$ cat config.mk
export PLATFORM = sky130hd
export DESIGN_NAME = fcpc_top
export DESIGN_NICKNAME = d
export VERILOG_FILES = /design/src/rtl/fcpc_pkg.sv /design/src/rtl/fcpc_hv_ctrl.sv /design/src/rtl/fcpc_top.sv
export SDC_FILE = /design/constraint.sdc
export NUM_CORES = 1
export LEC_CHECK = 0
export ABC_CLOCK_PERIOD_IN_PS = 6400
export BUFFER_PORTS_ARGS = -buffer_cell sky130_fd_sc_hd__buf_2
export CAP_MARGIN = 25
export CORE_ASPECT_RATIO = 0.9
export CORE_MARGIN = 5
export CORE_UTILIZATION = 52
export CTS_BUF_LIST = sky130_fd_sc_hd__clkbuf_2
export DETAILED_ROUTE_END_ITERATION = 8
export GPL_ROUTABILITY_DRIVEN = 1
export HOLD_SLACK_MARGIN = 0.06
export PLACE_DENSITY_LB_ADDON = 0.05
export SLEW_MARGIN = 20
export SYNTH_ARGS = -nofsm -noshare
export SYNTH_HDL_FRONTEND = slang
export SYNTH_SLANG_ARGS = --single-unit
$ cat constraint.sdc
create_clock -name clk_sys -period 6.4 [get_ports clk_sys]
set_clock_uncertainty 0.2 [all_clocks]
set_input_delay 0.32 -clock clk_sys [delete_from_list [all_inputs] [get_ports clk_sys]]
set_output_delay 0.32 -clock clk_sys [all_outputs]
set_load 0.005 [all_outputs]
$ cat src/rtl/fcpc_pkg.sv
// constants and carrier types for the flash configuration and protection block
package fcpc_pkg;

	// ==========================================
	// address map
	localparam logic [31:0] FCPC_REG_BASE = 32'h00d00000;
	localparam logic [31:0] FCPC_REG_MASK = 32'hffffffe0;
	localparam logic [31:0] FCPC_MCR_ADDR = 32'h00d00000;
	localparam logic [31:0] FCPC_MTR_ADDR = 32'h00d00004;
	localparam logic [31:0] FCPC_HVC_ADDR = 32'h00d00008;
	localparam logic [31:0] FCPC_ARRAY_BASE = 32'h00000000;
	localparam logic [31:0] FCPC_ARRAY_MASK = 32'hfffe0000;
	localparam int FCPC_BLK_LSB = 14;
	localparam int FCPC_ARR_ADDR_W = 17;
	localparam int FCPC_SHADOW_ADDR_W = 8;

	// ==========================================
	// reset values and page buffer masks
	localparam logic [7:0] FCPC_SUPER_RST = 8'hff;
	localparam logic [7:0] FCPC_DATA_RST = 8'h00;
	localparam logic [7:0] FCPC_PROT_RST = 8'hff;
	localparam logic [7:0] FCPC_SHADOW_MASK = 8'h01;
	localparam logic [7:0] FCPC_ALL_BLOCKS = 8'hff;

	// ==========================================
	// register layouts, msb first
	typedef struct packed {
		logic lowPowerStop;
		logic debugUnlock;
		logic zero29;
		logic emulationEnable;
		logic shadowRowSelect;
		logic writeLock;
		logic arrayDisable;
		logic spare24;
		logic [7:0] supervisorMap;
		logic [7:0] dataMap;
		logic [7:0] protectMap;
	} fcpc_mcr_type;

	typedef struct packed {
		logic [19:0] zeroHi;
		logic negativeRange;
		logic [2:0] pulseLevelSelect;
		logic zero7;
		logic zero6;
		logic gateDrainSelect;
		logic [4:0] zeroLo;
	} fcpc_mtr_type;

	typedef struct packed {
		logic highVoltageStatus;
		logic zero30;
		logic [2:0] clockRange;
		logic zero26;
		logic [1:0] pulseExp;
		logic zero23;
		logic [6:0] pulseMult;
		logic [7:0] blockSelect;
		logic [1:0] zero7to6;
		logic one5;
		logic [1:0] zero4to3;
		logic erase;
		logic sequenceEnable;
		logic highVoltageEnable;
	} fcpc_hvc_type;

	// ==========================================
	// bus and array carriers, sequencer states
	typedef struct packed {
		logic valid;
		logic write;
		logic supervisor;
		logic dataSpace;
		logic [31:0] addr;
		logic [31:0] wdata;
	} fcpc_busreq_type;

	typedef struct packed {
		logic ack;
		logic transferErr;
		logic dataErr;
		logic rdataOe;
		logic [31:0] rdata;
	} fcpc_busrsp_type;

	typedef struct packed {
		logic valid;
		logic write;
		logic shadow;
		logic emulate;
		logic [FCPC_ARR_ADDR_W-1:0] addr;
		logic [31:0] wdata;
	} fcpc_arrreq_type;

	typedef enum logic [1:0] {
		FCPC_IDLE = 2'b00,
		FCPC_ISSUE = 2'b01,
		FCPC_WAIT = 2'b10
	} fcpc_state_type;

endpackage

$ cat src/rtl/fcpc_hv_ctrl.sv
// high-voltage control register: sequence enable, erase, block select, pulse timing fields
module fcpc_hv_ctrl
	import fcpc_pkg::*;
(
	// clock and reset
	input wire logic clk_sys,
	input wire logic rstSyncN,
	input wire logic clkEn,
	// register write port
	input wire logic wrEn,
	input wire logic [31:0] wdata,
	// pulse engine status
	input wire logic highVoltageStatus,
	// register state
	output fcpc_hvc_type hvcReg,
	output logic seqStart
);

	// ==========================================
	// decode
	fcpc_hvc_type wrVal;
	logic seqEnWritable;
	logic seqEnRise;
	assign wrVal = fcpc_hvc_type'(wdata);
	assign seqEnWritable = !highVoltageStatus;
	assign seqEnRise = wrEn && seqEnWritable && wrVal.sequenceEnable &&
		!hvcReg.sequenceEnable;

	logic seqEn_ff, nxt_seqEn;
	logic hvEn_ff, nxt_hvEn;
	logic erase_ff, nxt_erase;
	logic [7:0] blk_ff, nxt_blk;
	logic [2:0] range_ff, nxt_range;
	logic [1:0] pexp_ff, nxt_pexp;
	logic [6:0] pmul_ff, nxt_pmul;
	logic start_ff;

	assign nxt_seqEn = (wrEn && seqEnWritable) ? wrVal.sequenceEnable : seqEn_ff;
	assign nxt_hvEn = wrEn ? wrVal.highVoltageEnable : hvEn_ff;
	assign nxt_erase = (wrEn && !seqEn_ff) ? wrVal.erase : erase_ff;
	assign nxt_blk = (wrEn && !seqEn_ff) ? wrVal.blockSelect : blk_ff;
	assign nxt_range = wrEn ? wrVal.clockRange : range_ff;
	assign nxt_pexp = wrEn ? wrVal.pulseExp : pexp_ff;
	assign nxt_pmul = wrEn ? wrVal.pulseMult : pmul_ff;

	// ==========================================
	// state
	always_ff @(posedge clk_sys or negedge rstSyncN)
	begin
		if (!rstSyncN)
		begin
			seqEn_ff <= 1'b0;
			hvEn_ff <= 1'b0;
			erase_ff <= 1'b0;
			blk_ff <= 8'h00;
			range_ff <= 3'h0;
			pexp_ff <= 2'h0;
			pmul_ff <= 7'h00;
			start_ff <= 1'b0;
		end
		else if (clkEn)
		begin
			seqEn_ff <= nxt_seqEn;
			hvEn_ff <= nxt_hvEn;
			erase_ff <= nxt_erase;
			blk_ff <= nxt_blk;
			range_ff <= nxt_range;
			pexp_ff <= nxt_pexp;
			pmul_ff <= nxt_pmul;
			start_ff <= seqEnRise;
		end
	end

	assign seqStart = start_ff;

	// status bit mirrors the pulse engine directly
	always_comb
	begin
		hvcReg = '0;
		hvcReg.highVoltageStatus = highVoltageStatus;
		hvcReg.clockRange = range_ff;
		hvcReg.pulseExp = pexp_ff;
		hvcReg.pulseMult = pmul_ff;
		hvcReg.blockSelect = blk_ff;
		hvcReg.one5 = 1'b1;
		hvcReg.erase = erase_ff;
		hvcReg.sequenceEnable = seqEn_ff;
		hvcReg.highVoltageEnable = hvEn_ff;
	end

endmodule

$ cat src/rtl/fcpc_top.sv
// flash configuration, access mapping and protection logic with its register port
// Contract
// - in stop mode only config register served; other registers bus error, array accesses unanswered; sequence enable blocks writes
// - debug-unlock bit lets the lock bit be rewritten in debug mode; write it first
// - emulation bit writable only while lock and array-disable bits are both set
// - emulation reads end without driving data, same timing; writes unchanged
// - shadow select ignores writes while erase clear and sequence enable set
// - shadow reads use low address bits only; registers unaffected
// - shadow mode lets only block 0 page buffer program; others get no voltage
// - lock resets to 0, set once normally, writable in debug mode
// - while locked, map field writes end normally and change nothing
// - the write that sets the lock still updates the map fields
// - array-disable ignores writes under sequence enable; when set array is silent
// - array-disable reset value is sampled from the strap pin
// - spare bit 24 stores and reads back, no effect
// - supervisor map, reset all ones, user access to marked block gives data error
// - data map, reset zero, program access to marked block gives data error
// - protect map resets to ones; writes ignored when locked or sequence enabled
// - protected blocks keep interlocks but receive no program or erase voltage
// - negative range writable while status clear; inactive while drain selected
// - gate mode codes 100..111 pick four pump levels; 0xx reserved
// - sequence enable rising from 0 to 1 starts a sequence
// - high-voltage status is 1 during pulse and recovery
module fcpc_top
	import fcpc_pkg::*;
(
	// clock, reset, enable
	input wire logic clk_sys,
	input wire logic rstn,
	input wire logic clkEn,
	// chip straps and modes
	input wire logic configStrapPin,
	input wire logic debugMode,
	// processor bus
	input fcpc_busreq_type busReq,
	output logic busReady,
	output fcpc_busrsp_type busRsp,
	// array core
	output fcpc_arrreq_type arrReq,
	input wire logic arrAck,
	input wire logic [31:0] arrRdata,
	// program and erase engine
	input wire logic highVoltageStatus,
	output logic seqStart,
	output fcpc_hvc_type hvcReg,
	output logic [7:0] pageBufEnable,
	output logic [7:0] hvBlockEnable,
	output logic lowPowerStop,
	// negative pump
	output logic pumpLevelValid,
	output logic [1:0] pumpLevel,
	output logic negLowRange
);

	// ==========================================
	// reset release
	logic rstMeta_ff;
	logic rstSyncN;

	always_ff @(posedge clk_sys or negedge rstn)
	begin
		if (!rstn)
		begin
			rstMeta_ff <= 1'b0;
			rstSyncN <= 1'b0;
		end
		else
		begin
			rstMeta_ff <= 1'b1;
			rstSyncN <= rstMeta_ff;
		end
	end

	// ==========================================
	// address decode
	fcpc_state_type state_ff, nxt_state;
	fcpc_mcr_type mcr_ff, nxt_mcr;
	fcpc_mtr_type mtr_ff, nxt_mtr;
	fcpc_mcr_type wrMcr;
	fcpc_mtr_type wrMtr;
	logic strapDone_ff;

	wire take = busReq.valid && (state_ff == FCPC_IDLE) && strapDone_ff;
	wire regHit = (busReq.addr & FCPC_REG_MASK) == FCPC_REG_BASE;
	wire arrHit = (busReq.addr & FCPC_ARRAY_MASK) == FCPC_ARRAY_BASE;
	wire mcrSel = regHit && (busReq.addr[4:2] == FCPC_MCR_ADDR[4:2]);
	wire mtrSel = regHit && (busReq.addr[4:2] == FCPC_MTR_ADDR[4:2]);
	wire hvcSel = regHit && (busReq.addr[4:2] == FCPC_HVC_ADDR[4:2]);
	wire stopped = mcr_ff.lowPowerStop;
	wire seqOn = hvcReg.sequenceEnable;

	// register access results
	wire regOk = mcrSel || (!stopped && (mtrSel || hvcSel));
	wire regErr = regHit && !regOk;
	wire wrMcrEn = take && busReq.write && mcrSel;
	wire wrMtrEn = take && busReq.write && mtrSel && !stopped;
	wire wrHvcEn = take && busReq.write && hvcSel && !stopped;

	// array access checks, ignored when stopped or disabled
	wire [2:0] blkIdx = busReq.addr[FCPC_BLK_LSB +: 3];
	wire arrLive = arrHit && !regHit && !stopped && !mcr_ff.arrayDisable;
	wire superViol = mcr_ff.supervisorMap[blkIdx] && !busReq.supervisor;
	wire dataViol = mcr_ff.dataMap[blkIdx] && !busReq.dataSpace;
	wire hvBusy = highVoltageStatus;
	wire arrFault = superViol || dataViol;

	// shadow row: supervisor data reads with only low address bits used
	wire shadowRead = mcr_ff.shadowRowSelect && !busReq.write && busReq.supervisor &&
		busReq.dataSpace;
	wire [FCPC_ARR_ADDR_W-1:0] shadowAddr = {{(FCPC_ARR_ADDR_W-FCPC_SHADOW_ADDR_W){1'b0}},
		busReq.addr[FCPC_SHADOW_ADDR_W-1:0]};
	wire [FCPC_ARR_ADDR_W-1:0] arrAddr = shadowRead ? shadowAddr :
		busReq.addr[FCPC_ARR_ADDR_W-1:0];

	// ==========================================
	// configuration register write rules
	assign wrMcr = fcpc_mcr_type'(busReq.wdata);
	assign wrMtr = fcpc_mtr_type'(busReq.wdata);

	wire lockWritable = !mcr_ff.writeLock || (debugMode && mcr_ff.debugUnlock);
	wire mapsOpen = !mcr_ff.writeLock;
	wire emuWritable = mcr_ff.writeLock && mcr_ff.arrayDisable;
	wire shadowWritable = !(!hvcReg.erase && seqOn);

	always_comb
	begin
		nxt_mcr = mcr_ff;
		if (wrMcrEn)
		begin
			if (!seqOn)
			begin
				nxt_mcr.lowPowerStop = wrMcr.lowPowerStop;
				nxt_mcr.arrayDisable = wrMcr.arrayDisable;
			end
			nxt_mcr.debugUnlock = wrMcr.debugUnlock;
			if (emuWritable)
				nxt_mcr.emulationEnable = wrMcr.emulationEnable;
			if (shadowWritable)
				nxt_mcr.shadowRowSelect = wrMcr.shadowRowSelect;
			if (lockWritable)
				nxt_mcr.writeLock = wrMcr.writeLock;
			nxt_mcr.spare24 = wrMcr.spare24;
			if (mapsOpen)
			begin
				nxt_mcr.supervisorMap = wrMcr.supervisorMap;
				nxt_mcr.dataMap = wrMcr.dataMap;
			end
			if (mapsOpen && !seqOn)
				nxt_mcr.protectMap = wrMcr.protectMap;
		end
		nxt_mcr.zero29 = 1'b0;
	end

	// ==========================================
	// test register write rules
	always_comb
	begin
		nxt_mtr = mtr_ff;
		if (wrMtrEn)
		begin
			if (!hvBusy)
			begin
				nxt_mtr.negativeRange = wrMtr.negativeRange;
				nxt_mtr.pulseLevelSelect = wrMtr.pulseLevelSelect;
			end
			if (!seqOn)
				nxt_mtr.gateDrainSelect = wrMtr.gateDrainSelect;
		end
		nxt_mtr.zeroHi = '0;
		nxt_mtr.zero7 = 1'b0;
		nxt_mtr.zero6 = 1'b0;
		nxt_mtr.zeroLo = '0;
	end

	// ==========================================
	// access sequencer
	fcpc_busrsp_type rsp_ff, nxt_rsp;
	fcpc_arrreq_type arr_ff, nxt_arr;
	logic [31:0] regRdata;

	assign regRdata = mcrSel ? 32'(mcr_ff) :
		mtrSel ? 32'(mtr_ff) :
		hvcSel ? 32'(hvcReg) : 32'h00000000;

	always_comb
	begin
		nxt_state = state_ff;
		nxt_rsp = '0;
		nxt_arr = arr_ff;
		case (state_ff)
			FCPC_IDLE:
			begin
				nxt_arr.valid = 1'b0;
				if (take && regHit)
				begin
					nxt_rsp.ack = 1'b1;
					nxt_rsp.transferErr = regErr;
					nxt_rsp.rdataOe = !busReq.write && !regErr;
					nxt_rsp.rdata = (busReq.write || regErr) ? 32'h00000000 : regRdata;
				end
				else if (take && arrLive && (hvBusy || arrFault))
				begin
					nxt_rsp.ack = 1'b1;
					nxt_rsp.transferErr = hvBusy;
					nxt_rsp.dataErr = arrFault && !hvBusy;
				end
				else if (take && arrLive)
				begin
					nxt_arr.valid = 1'b1;
					nxt_arr.write = busReq.write;
					nxt_arr.shadow = shadowRead;
					nxt_arr.emulate = mcr_ff.emulationEnable && !busReq.write;
					nxt_arr.addr = arrAddr;
					nxt_arr.wdata = busReq.wdata;
					nxt_state = FCPC_ISSUE;
				end
			end
			FCPC_ISSUE:
			begin
				nxt_arr.valid = 1'b0;
				nxt_state = FCPC_WAIT;
				if (arrAck)
				begin
					nxt_rsp.ack = 1'b1;
					nxt_rsp.rdataOe = !arr_ff.write && !arr_ff.emulate;
					nxt_rsp.rdata = nxt_rsp.rdataOe ? arrRdata : 32'h00000000;
					nxt_state = FCPC_IDLE;
				end
			end
			FCPC_WAIT:
			begin
				nxt_arr.valid = 1'b0;
				if (arrAck)
				begin
					nxt_rsp.ack = 1'b1;
					nxt_rsp.rdataOe = !arr_ff.write && !arr_ff.emulate;
					nxt_rsp.rdata = nxt_rsp.rdataOe ? arrRdata : 32'h00000000;
					nxt_state = FCPC_IDLE;
				end
			end
			default:
				nxt_state = FCPC_IDLE;
		endcase
	end

	// ==========================================
	// state registers
	always_ff @(posedge clk_sys or negedge rstSyncN)
	begin
		if (!rstSyncN)
		begin
			state_ff <= FCPC_IDLE;
			rsp_ff <= '0;
			arr_ff <= '0;
			mtr_ff <= '0;
		end
		else if (clkEn)
		begin
			state_ff <= nxt_state;
			rsp_ff <= nxt_rsp;
			arr_ff <= nxt_arr;
			mtr_ff <= nxt_mtr;
		end
	end

	// strap level is caught on the first enabled edge after release
	always_ff @(posedge clk_sys or negedge rstSyncN)
	begin
		if (!rstSyncN)
		begin
			strapDone_ff <= 1'b0;
			mcr_ff <= '{lowPowerStop: 1'b0, debugUnlock: 1'b0, zero29: 1'b0,
				emulationEnable: 1'b0, shadowRowSelect: 1'b0, writeLock: 1'b0,
				arrayDisable: 1'b0, spare24: 1'b0, supervisorMap: FCPC_SUPER_RST,
				dataMap: FCPC_DATA_RST, protectMap: FCPC_PROT_RST};
		end
		else if (clkEn)
		begin
			strapDone_ff <= 1'b1;
			if (!strapDone_ff)
				mcr_ff.arrayDisable <= configStrapPin;
			else
				mcr_ff <= nxt_mcr;
		end
	end

	// ==========================================
	// high-voltage register
	fcpc_hv_ctrl uHvCtrl (
		.clk_sys(clk_sys),
		.rstSyncN(rstSyncN),
		.clkEn(clkEn),
		.wrEn(wrHvcEn),
		.wdata(busReq.wdata),
		.highVoltageStatus(highVoltageStatus),
		.hvcReg(hvcReg),
		.seqStart(seqStart)
	);

	// ==========================================
	// outputs
	wire [7:0] bufMask = mcr_ff.shadowRowSelect ? FCPC_SHADOW_MASK : FCPC_ALL_BLOCKS;

	assign busReady = (state_ff == FCPC_IDLE) && strapDone_ff;
	assign busRsp = rsp_ff;
	assign arrReq = arr_ff;
	assign pageBufEnable = bufMask;
	assign hvBlockEnable = hvcReg.blockSelect & ~mcr_ff.protectMap & bufMask;
	assign lowPowerStop = mcr_ff.lowPowerStop;
	assign pumpLevelValid = mtr_ff.gateDrainSelect && mtr_ff.pulseLevelSelect[2];
	assign pumpLevel = pumpLevelValid ? mtr_ff.pulseLevelSelect[1:0] : 2'h0;
	assign negLowRange = mtr_ff.gateDrainSelect && mtr_ff.negativeRange;

endmodule

# After elaboration in Yosys (flattened, before gate mapping)
# Index checks and enable logic that the tools add are counted.
# totals
mem_bits_rw	0
latch_bits	0
rom_bits	0
memories	0
register_bits	154
output_inout_bits	144
# classes
div_mod_pow	0
n_eq_ne	11
muxes	36
add_sub_neg	0
multipliers	0
magnitude_cmp	1
n_shift	0
n_reduce_logical	80
bitwise_logic	9
# ops
cell	count
$mux W32	5
$mux W53	3
$mux W33	2
$pmux W33 S2	1
$logic_and A1 B1 Y1	39
$logic_not A32 Y1	1
$eq A27 B19 Y1 const B	1
$mux W26	1
$reduce_and A4 Y1	6
$mux W17	1
$and A8 B8 Y8	2
$mux W16	1
$mux W2	8
$mux W8	2
$logic_not A1 Y1	14
$reduce_and A3 Y1	4
$ne A2 B2 Y1 const B	5
$reduce_and A5 Y1	2
$not A8 Y8	1
$reduce_and A2 Y1	4
$bmux W1 S3	2
$logic_or A1 B1 Y1	6
$mux W1	6
$not A1 Y1	6
other kinds (13)	14

# Logic depth before layout (Yosys ltp)
# Gate-level depths: netlist of run 1.
# logic_depth
ltp_word	11
mapped_depth	10

# By module
# A second synthesis of run 1 with hierarchy kept.
# unflattened
cells_unflattened	578
area_unflattened_um2	7464.7
# by_module_without_submodules
mod	area_each_um2	cells_each	instances
fcpc_top	6412.4	511	1
fcpc_hv_ctrl	1052.3	67	1

# Worst setup path after synthesis of run 1
# No wires, ideal clock.
# synth_timing
kind	reg2reg
from	register state_ff[0]
to	register arr_ff, in the netlist arrReq[0]
required_ps	6075
arrival_time_ps	2330
setup_ps	125
stages_incl_launch_ff	11
synth_period_minus_slack_ps	2655
setup_slack_ps	3745
cell_sequence	dfrtp_1 inv_1 ha_1 and3_1 clkbuf_1 nand4_1 nor3_2 and3_1 buf_2 buf_4 mux2_2
# synth_via
elab_chain_cells	7
elab_cells_between_ends	9
classes_between	bitwise: 2; reduce/logical: 7
# synth_rtl
item	line_no	rtl
from (decl)	fcpc_top.sv:76	fcpc_state_type state_ff, nxt_state;
from (signal assigned)	fcpc_top.sv:259	state_ff <= nxt_state;
$logic_not A2 Y1 *	fcpc_top.sv:83, fcpc_top.sv:190	
$logic_and A1 B1 Y1 (2 in series)	fcpc_top.sv:83	wire take = busReq.valid && (state_ff == FCPC_IDLE) && strapDone_ff;
$logic_and A1 B1 Y1	fcpc_top.sv:201, fcpc_top.sv:207	
$logic_and A1 B1 Y1	fcpc_top.sv:201	else if (take && arrLive && (hvBusy || arrFault))
$not A1 Y1 (no source line)	--	
$reduce_and A5 Y1 (no source line) *	--	
to (signal assigned)	fcpc_top.sv:261	arr_ff <= nxt_arr;
to (decl)	fcpc_top.sv:178	fcpc_arrreq_type arr_ff, nxt_arr;
# Every way passes the cells marked *; elsewhere a longest branch is shown, timed or not.
# A chain may end at the register's enable or synchronous reset.

# Final worst setup path of run 1
# layout_timing
from	input busReq[63] in the netlist's numbering
to	register mcr_ff[26] in the netlist's numbering
# layout_via
elab_chain_cells	4
# layout_rtl
item	line_no	rtl
from (decl)	fcpc_top.sv:35	input fcpc_busreq_type busReq,
$eq A27 B19 Y1	fcpc_top.sv:84	wire regHit = (busReq.addr & FCPC_REG_MASK) == FCPC_REG_BASE;
$logic_and A1 B1 Y1	fcpc_top.sv:86	wire mcrSel = regHit && (busReq.addr[4:2] == FCPC_MCR_ADDR[4:2]);
$logic_and A1 B1 Y1	fcpc_top.sv:95	wire wrMcrEn = take && busReq.write && mcrSel;
$reduce_and A4 Y1 (no source line)	--	
to (signal assigned)	fcpc_top.sv:272	mcr_ff <= '{lowPowerStop: 1'b0, debugUnlock: 1'b0, zero29: 1'b0,
to (signal assigned)	fcpc_top.sv:283	mcr_ff <= nxt_mcr;
to (decl)	fcpc_top.sv:77	fcpc_mcr_type mcr_ff, nxt_mcr;
# Every way passes these cells.

==> results of run 1 <==
[worst register-to-register path, stage by stage, from the launching register on]
cell and delay [ps]:
dfrtp_1 470, inv_1 120, ha_1 250, and3_1 290, nand4_1 300, nor3_2 360, and3_2 670, buf_4 530
mux2_2 430
[cells in the final DEF, fill, tap and decap left out, types with 3 or more instances in the layout]
| master | count |
|---|---|
| buf_2 | 241 |
| dfrtp_1 | 137 |
| dlygate4sd3_1 | 128 |
| mux2_2 | 86 |
| a22oi_1 | 48 |
| nand2_1 | 35 |
| o21ai_0 | 35 |
| inv_1 | 19 |
| clkbuf_2 | 18 |
| dfstp_2 | 16 |
| mux2i_1 | 14 |
| mux2_4 | 14 |
| conb_1 | 10 |
| nor3b_1 | 8 |
| a31oi_1 | 8 |
| nor3_1 | 7 |
| clkinv_1 | 6 |
| nor2_1 | 5 |
| a2bb2oi_1 | 5 |
| buf_4 | 5 |
| nor2b_1 | 4 |
| mux4_2 | 4 |
| nor4_4 | 4 |
| nand3_1 | 4 |
| ha_1 | 4 |
| clkinvlp_4 | 4 |
| and2_1 | 3 |
| and3_1 | 3 |
| nor3_2 | 3 |
| or3_1 | 3 |
| nor4_2 | 3 |
[layer usage]
metal | vias to the layer above | track usage | routed length [µm]
met5 | - | 0 | 0
met1 | 3081 | 0.355 | 9260
li1 | 2748 | - | -
met2 | 316 | 0.476 | 11100
met4 | 0 | 0.127 | 830
met3 | 66 | 0.0900 | 2010
[where the power goes]
group	internal (W)	switching (W)	total, W
logic	0.000160	0.000152	0.000312
clock network	0.000134	0.000336	0.000470
registers	0.00101	0.0000282	0.00104
total	0.00131	0.000516	0.00182
[stage by stage]
stage / std cells / utilization / power (W)
2_1_floorplan: 574 / - / 0.00117
3_3_place_gp: 936 / 0.621 / 0.00128
3_5_place_dp: 936 / 0.621 / 0.00129
4_1_cts: 1096 / 0.731 / 0.00183
5_1_grt: 1098 / 0.734 / 0.00191
6_report: 1099 / 0.734 / 0.00182
[cell families after synthesis]
group,share of synthesized area
DFF,0.539
muxes,0.196
AOI/OAI and AO/OA,0.106
and+or+nand+nor,0.0925
buffers and inverters,0.0564
adders and majority gates,0.00697
other,0.00105
xor gates and xnor gates,0.00122
[layout make-up]
class | instances | area [µm²] | share of cell area
Clock inverter | 14 | 105 | 0.0106
Inverter | 20 | 75.1 | 0.00760
Sequential cell | 154 | 3880 | 0.392
Timing Repair Buffer | 376 | 2560 | 0.259
Antenna cell | 1 | 2.50 | 0.000253
Multi-Input combinational cell | 348 | 2960 | 0.300
Tap cell | 168 | 210 | 0.0213
Clock buffer | 18 | 90.1 | 0.00912
[repair_timing]
action / in CTS / in global routing
hold buffers: 128 / 0
setup buffers: 0 / 0
hold endpoints to repair: 153 / 0
[state kept, by name, indices dropped and copies added (netlist names), 2 cells and up]
name and count:
arrReq 53, busRsp 36, mcr_ff 30, mtr_ff 5
state_ff 2, uHvCtrl.blk_ff 8, uHvCtrl.pexp_ff 2, uHvCtrl.pmul_ff 7
uHvCtrl.range_ff 3
[worst min-delay path by stage]
stage	start	endpoint	slack, ps	cells past startpoint
floorplan	rstn	rstMeta_ff	-180	0
finish	rstSyncN	busRsp[15]	70	0
global placement	rstn	rstMeta_ff	-90	1
global route	arrRdata[21]	busRsp[21]	90	4
detailed placement	rstn	rstMeta_ff	-90	1
CTS	arrRdata[0]	busRsp[0]	100	4
==> out/summary.txt, run 1 <==
Outcome: finished clean
Cell taking the most area after synthesis: dfrtp_1
Post-synth EDFFs: 0
RSZ-0062 raised after global routing: no
Core ar.: 0.0135 mm²
Clk buf depth: 2
Skew-Pair Late Insertion Delay: 710 ps
Leak Pwr: 4.99 nW
Ys async rst share: 1.00
Row cnt: 40
Total CTS buffers: 17
CP Depth: 11
Worst hold path class: reg2async
Final ANT Viol Nets: 0
Setup crit start: busReq[63]
Die Ht: 121 µm
Critical Path Max Stage Delay: 760 ps
Max IR drop VDD: 0.155 mV
Via count: 6,211
Initial Util: 0.533
Fillers: 957
CP Launch Type: input port
CP endpoint: mcr_ff[26]
Detail-routed net length per standard cell: 21.1 µm
Worst reg2reg path depth: 8
Root Buffer: clkbuf_2
Worst slew margin: 0.341
Primary FF master, synth: dfrtp_1
Crit path max-delay cell type: dlygate4sd3_1
Final hold vios: 0
Critical path required time: 6830 ps
CP cell instances: dlygate4sd3_1 -> buf_2 -> nor4_4 -> dlygate4sd3_1 -> nand3_4 -> dlygate4sd3_1 -> nor4_4 -> dlygate4sd3_1 -> nand3_1 -> a22o_1 -> dlygate4sd3_1
Layout cell share with drive strength beyond 1: 0.447
Synth top area share: 0.481
Drt drc: 0
Port Buffers: 241
Area growth, synth to finish: 37.6%
First-pass GRT wire length: 36,400 µm
R2R Path Start: state_ff[0]
Crit path max-delay family: buffers and inverters
Cell mode on critical path: dlygate4sd3_1
Worst EP arrival: 4600 ps
GRT overflow: 0
Setup Viol. Count Final: 0
Total of max-cap violations: 0
Syn Inst Count: 566
Crit Path Max Fanout: 7
Top cells by area, synth: dfrtp_1 48%, mux2_2 13%, dfstp_2 5.9%, a22oi_1 5.0%, mux2_4 2.9%
Final WL: 23,200 µm
Crit. End Element: flip-flop
Antenna violations before repair: 0
Worst slew pin tran: 989 ps
Post-route setup TNS: 0 ps
Drt pass-1 iters: 5
Die W: 134 µm
R2R Path End: arrReq[35]
Tmin final: 4170 ps
Syn. warnings: 0
Tcrit/Tclk final: 0.652
GRT Total Usage: 0.290
Count leader, synth: dfrtp_1
Final instance area: 0.00988 mm²
Initial drt markers: 487
WHS: 70.8 ps
#FFs+latches synth: 154
I/O pin count: 251
Place WS: 2790 ps
Max Slew Vio Count: 0
Placed cell areas: 0.00837 mm²
Max Fclk: 240 MHz
Power per cell area: 185 mW/mm²
Largest net degree at the start of global routing: 82
Clock-pin transition on the worst setup and hold timing paths: 230 ps
Post-CTS Resized: 0
Die area: 0.0163 mm²
Nets: 1,028
Crit Path Category: in2reg
Worst path bufs/invs: 6
Worst setup slack after layout: 2230 ps
Synthesized cell area: 0.00718 mm²
Synthesized area per cell: 12.7 µm²
GPL Wtd Cong: 0.845
Register area share after synthesis: 0.539
Sink Count: 154
Synth cell types: 57
Top post-synthesis cells by count: 138 x dfrtp_1, 86 x mux2_2, 48 x a22oi_1, 35 x nand2_1, 35 x o21ai_0
Vias in the first global route: 6,741
CTS H-tree depth: 4
Flop-to-flop setup slack: 2680 ps
CTS tree: built
DPL Wire Length: 15,400 µm
Vias per std cell: 5.65
Power figures use the tool's default switching activity.
==> run 2, diff against run 1 <==
ABC_CLOCK_PERIOD_IN_PS = 3750   (was 6400)
CORE_UTILIZATION = 47   (was 52)
clock period = 3.75 ns   (was 6.4 ns; I/O delays follow)
==> out/summary.txt, run 2 <==
Outcome: did not finish
Failed at: clock tree synthesis
Stop err: [ERROR RSZ-0060] Max buffer count reached.
#FFs+latches synth: 154 (unchanged)
Synth top area share: 0.481 (unchanged)
CTS H-tree depth: 4 (unchanged)
Post-CTS Setup Inserts: 0 (unchanged)
Register area share after synthesis: 0.539 (unchanged)
Syn Inst Count: 566 (unchanged)
Post-synth EDFFs: 0 (unchanged)
Root Buffer: clkbuf_2
Place WS: 711 ps (-2070 ps)
Sink Count: 154 (unchanged)
Top cells by area, synth: dfrtp_1 48%, mux2_2 13%, dfstp_2 5.9%, a22oi_1 5.0%, mux2_4 2.9%
Syn. warnings: 0 (unchanged)
Row cnt: 42 (+5.0%)
Primary FF master, synth: dfrtp_1
Total CTS buffers: 17 (unchanged)
Post-CTS Resized: 0 (unchanged)
I/O pin count: 251 (unchanged)
Cell taking the most area after synthesis: dfrtp_1
Clk buf depth: 2 (unchanged)
Hold Buf Count CTS: 202 (+58%)
Synthesized area per cell: 12.7 µm² (unchanged)
Ys async rst share: 1.00 (unchanged)
Synthesized cell area: 0.00718 mm² (unchanged)
Port Buffers: 241 (unchanged)
Die W: 140 µm (+4.8%)
GPL Wtd Cong: 0.845 (about the same)
Count leader, synth: dfrtp_1
Synth cell types: 57 (unchanged)
Top post-synthesis cells by count: 138 x dfrtp_1, 86 x mux2_2, 48 x a22oi_1, 35 x nand2_1, 35 x o21ai_0
DPL Wire Length: 16,200 µm (+5.3%)
Initial Util: 0.483 (-0.0505)
Die Ht: 127 µm (+4.8%)
# placed instances: 976 (+4.3%)
-- run 2: cell counts after synthesis --
Identical to the previous run, type by type.
-- run 2: cells by family after synthesis --
kind of cell,after synthesis,synth area share
xor+xnor,1,0.00122
mux,118,0.196
compound gates,112,0.106
flops,154,0.539
other cells,2,0.00105
buf+inv,72,0.0564
fa+ha+maj,4,0.00697
simple gates,103,0.0925
-- run 2: stage by stage --
| step | area [µm²] | hold slack (ps) | utilization |
|---|---|---|---|
| 2_1_floorplan | 7210 | -308 | - |
| 3_3_place_gp | 8470 | -228 | 0.570 |
| 3_5_place_dp | 8470 | -221 | 0.570 |
==> run 3, diff against run 2 <==
ABC_CLOCK_PERIOD_IN_PS = 4900   (was 3750)
CORE_ASPECT_RATIO = not set   (was 0.9)
CORE_UTILIZATION = 40   (was 47)
CTS_BUF_LIST = not set   (was sky130_fd_sc_hd__clkbuf_2)
HOLD_SLACK_MARGIN = not set   (was 0.06)
PLACE_DENSITY_LB_ADDON = 0.15   (was 0.05)
clock period = 4.9 ns   (was 3.75 ns; I/O delays follow)
==> out/summary.txt, run 3 (same netlist as run 1, synthesis figures left out) <==
Outcome: finished clean
First-pass GRT wire length: 34,500 µm
Clk buf depth: 2 (unchanged)
Total of max-cap violations: 0
FF+latch area: 0.00388 mm²
Most frequent cells in the layout: 241 x buf_2, 137 x dfrtp_1, 86 x mux2_2, 83 x dlygate4sd3_1, 48 x a22oi_1
Sink Count: 154 (unchanged)
Min-delay src: busReq[66]
Area of the multi-input gates: 0.00296 mm²
GRT overflow: 0
Drt pass-1 iters: 5
Hold Path End: arrReq[51]
Layout cell share with drive strength beyond 1: 0.475
Via count: 5,814
Initial Util: 0.403 (-0.0804)
Final hold vios: 0
Max IR drop VDD: 0.235 mV
Skew-Pair Late Insertion Delay: 430 ps
Clock-pin transition on the worst setup and hold timing paths: 60 ps
Total CTS buffers: 17 (unchanged)
Hold Path Stages: 2
Max Fclk: 276 MHz
Most common cell after layout, fill and taps aside: buf_2
Vias in the first global route: 6,100
Worst hold path class: in2reg
WHS: 32.7 ps
Core ar.: 0.0178 mm²
Port Buffers: 241 (unchanged)
Worst slew margin: 0.344
GRT Total Usage: 0.219
Flop-to-flop setup slack: 1300 ps
Final ANT Viol Nets: 0
Fillers: 1,548
GPL Wtd Cong: 0.891 (+5.5%)
Leak Pwr: 4.99 nW
I/O pin count: 251 (unchanged)
Crit Path Max Fanout: 16
Nets: 986
Detail-routed net length per standard cell: 20.5 µm
Vias per std cell: 5.21
Post-route setup TNS: 0 ps
CTS H-tree depth: 4 (unchanged)
R2R Path Start: state_ff[0]
R2R Path End: arrReq[31]
CTS tree: built
Max reg flops: 53
Setup Viol. Count Final: 0
Worst EP arrival: 3720 ps
Die W: 144 µm (+2.6%)
CP Launch Type: input port
Worst slew pin tran: 984 ps
Tmin final: 3620 ps
Worst reg2reg path depth: 8
Number of diodes: 0
Drt drc: 0
Crit. End Element: flip-flop
Power per cell area: 305 mW/mm²
Die Ht: 144 µm (+13%)
DPL Wire Length: 16,700 µm (+2.8%)
Critical path required time: 5000 ps
Final WL: 22,900 µm
Tcrit/Tclk final: 0.739
Initial drt markers: 346
RSZ-0062 raised after global routing: no
Row cnt: 49 (+17%)
Crit Path Category: in2reg
Root Buffer: clkbuf_16
Max Slew Vio Count: 0
Antenna violations before repair: 0
Die area: 0.0207 mm²
Largest net degree at the start of global routing: 77
Post-CTS Resized: 0 (unchanged)
Area growth, synth to finish: 38.1%
[run 3: layout make-up]
class	instances	share of cell area
Multi-Input combinational cell	348	0.298
Clock inverter	13	0.0155
Inverter	20	0.00757
Timing Repair Buffer	334	0.215
Sequential cell	154	0.391
Clock buffer	19	0.0437
Tap cell	229	0.0289
[run 3: what timing repair did]
item,in CTS,in global routing
buffers inserted,0,0
hold endpoints to repair,141,0
hold buffers,83,0
[run 3: where the power goes]
group / switching, W / internal (W) / leakage [nW] / total [W]
sequential: 0.0000359 / 0.00132 / 2.00 / 0.00136
combinational: 0.000187 / 0.000174 / 2.70 / 0.000361
clock: 0.000512 / 0.000796 / 0.279 / 0.00131
[run 3: how the worst max path moves through the flow]
stage               cells past startpoint        start  slack (ps)          to
CTS                                     7   busReq[40]        1280  mcr_ff[11]
finish                                  7   busReq[40]        1280  mcr_ff[11]
global route                            8  state_ff[1]        1070  arrReq[27]
global placement                        6   busReq[40]        1460  mcr_ff[13]
detailed placement                      8  state_ff[0]        1330  arrReq[27]
floorplan                               0     rstSyncN         120   arrReq[0]
[run 3: layer usage]
metal,vias to the layer above,part of all wire,GRT usage
li1,2666,-,-
met4,0,0.015,0.0545
met2,233,0.50,0.368
met3,21,0.083,0.0661
met5,-,0,0
met1,2894,0.41,0.278
[run 3: stage by stage]
step           cells  setup slack [ps]  total power (W)  instance area (µm²)   util
2_1_floorplan    574               119          0.00153                 7210      -
3_3_place_gp    1000              1460          0.00168                 8460  0.474
3_5_place_dp    1000              1330          0.00169                 8460  0.474
4_1_cts         1115              1280          0.00306                 9880  0.554
5_1_grt         1117              1070          0.00315                 9920  0.556
6_report        1117              1280          0.00303                 9920  0.556
[run 3: critical path, stage by stage]
cell	delay, ps
dlygate4sd3_1	530
buf_2	130
nor4b_2	350
nand4_2	440
nor4_4	680
nor2b_2	900
mux2_2	420
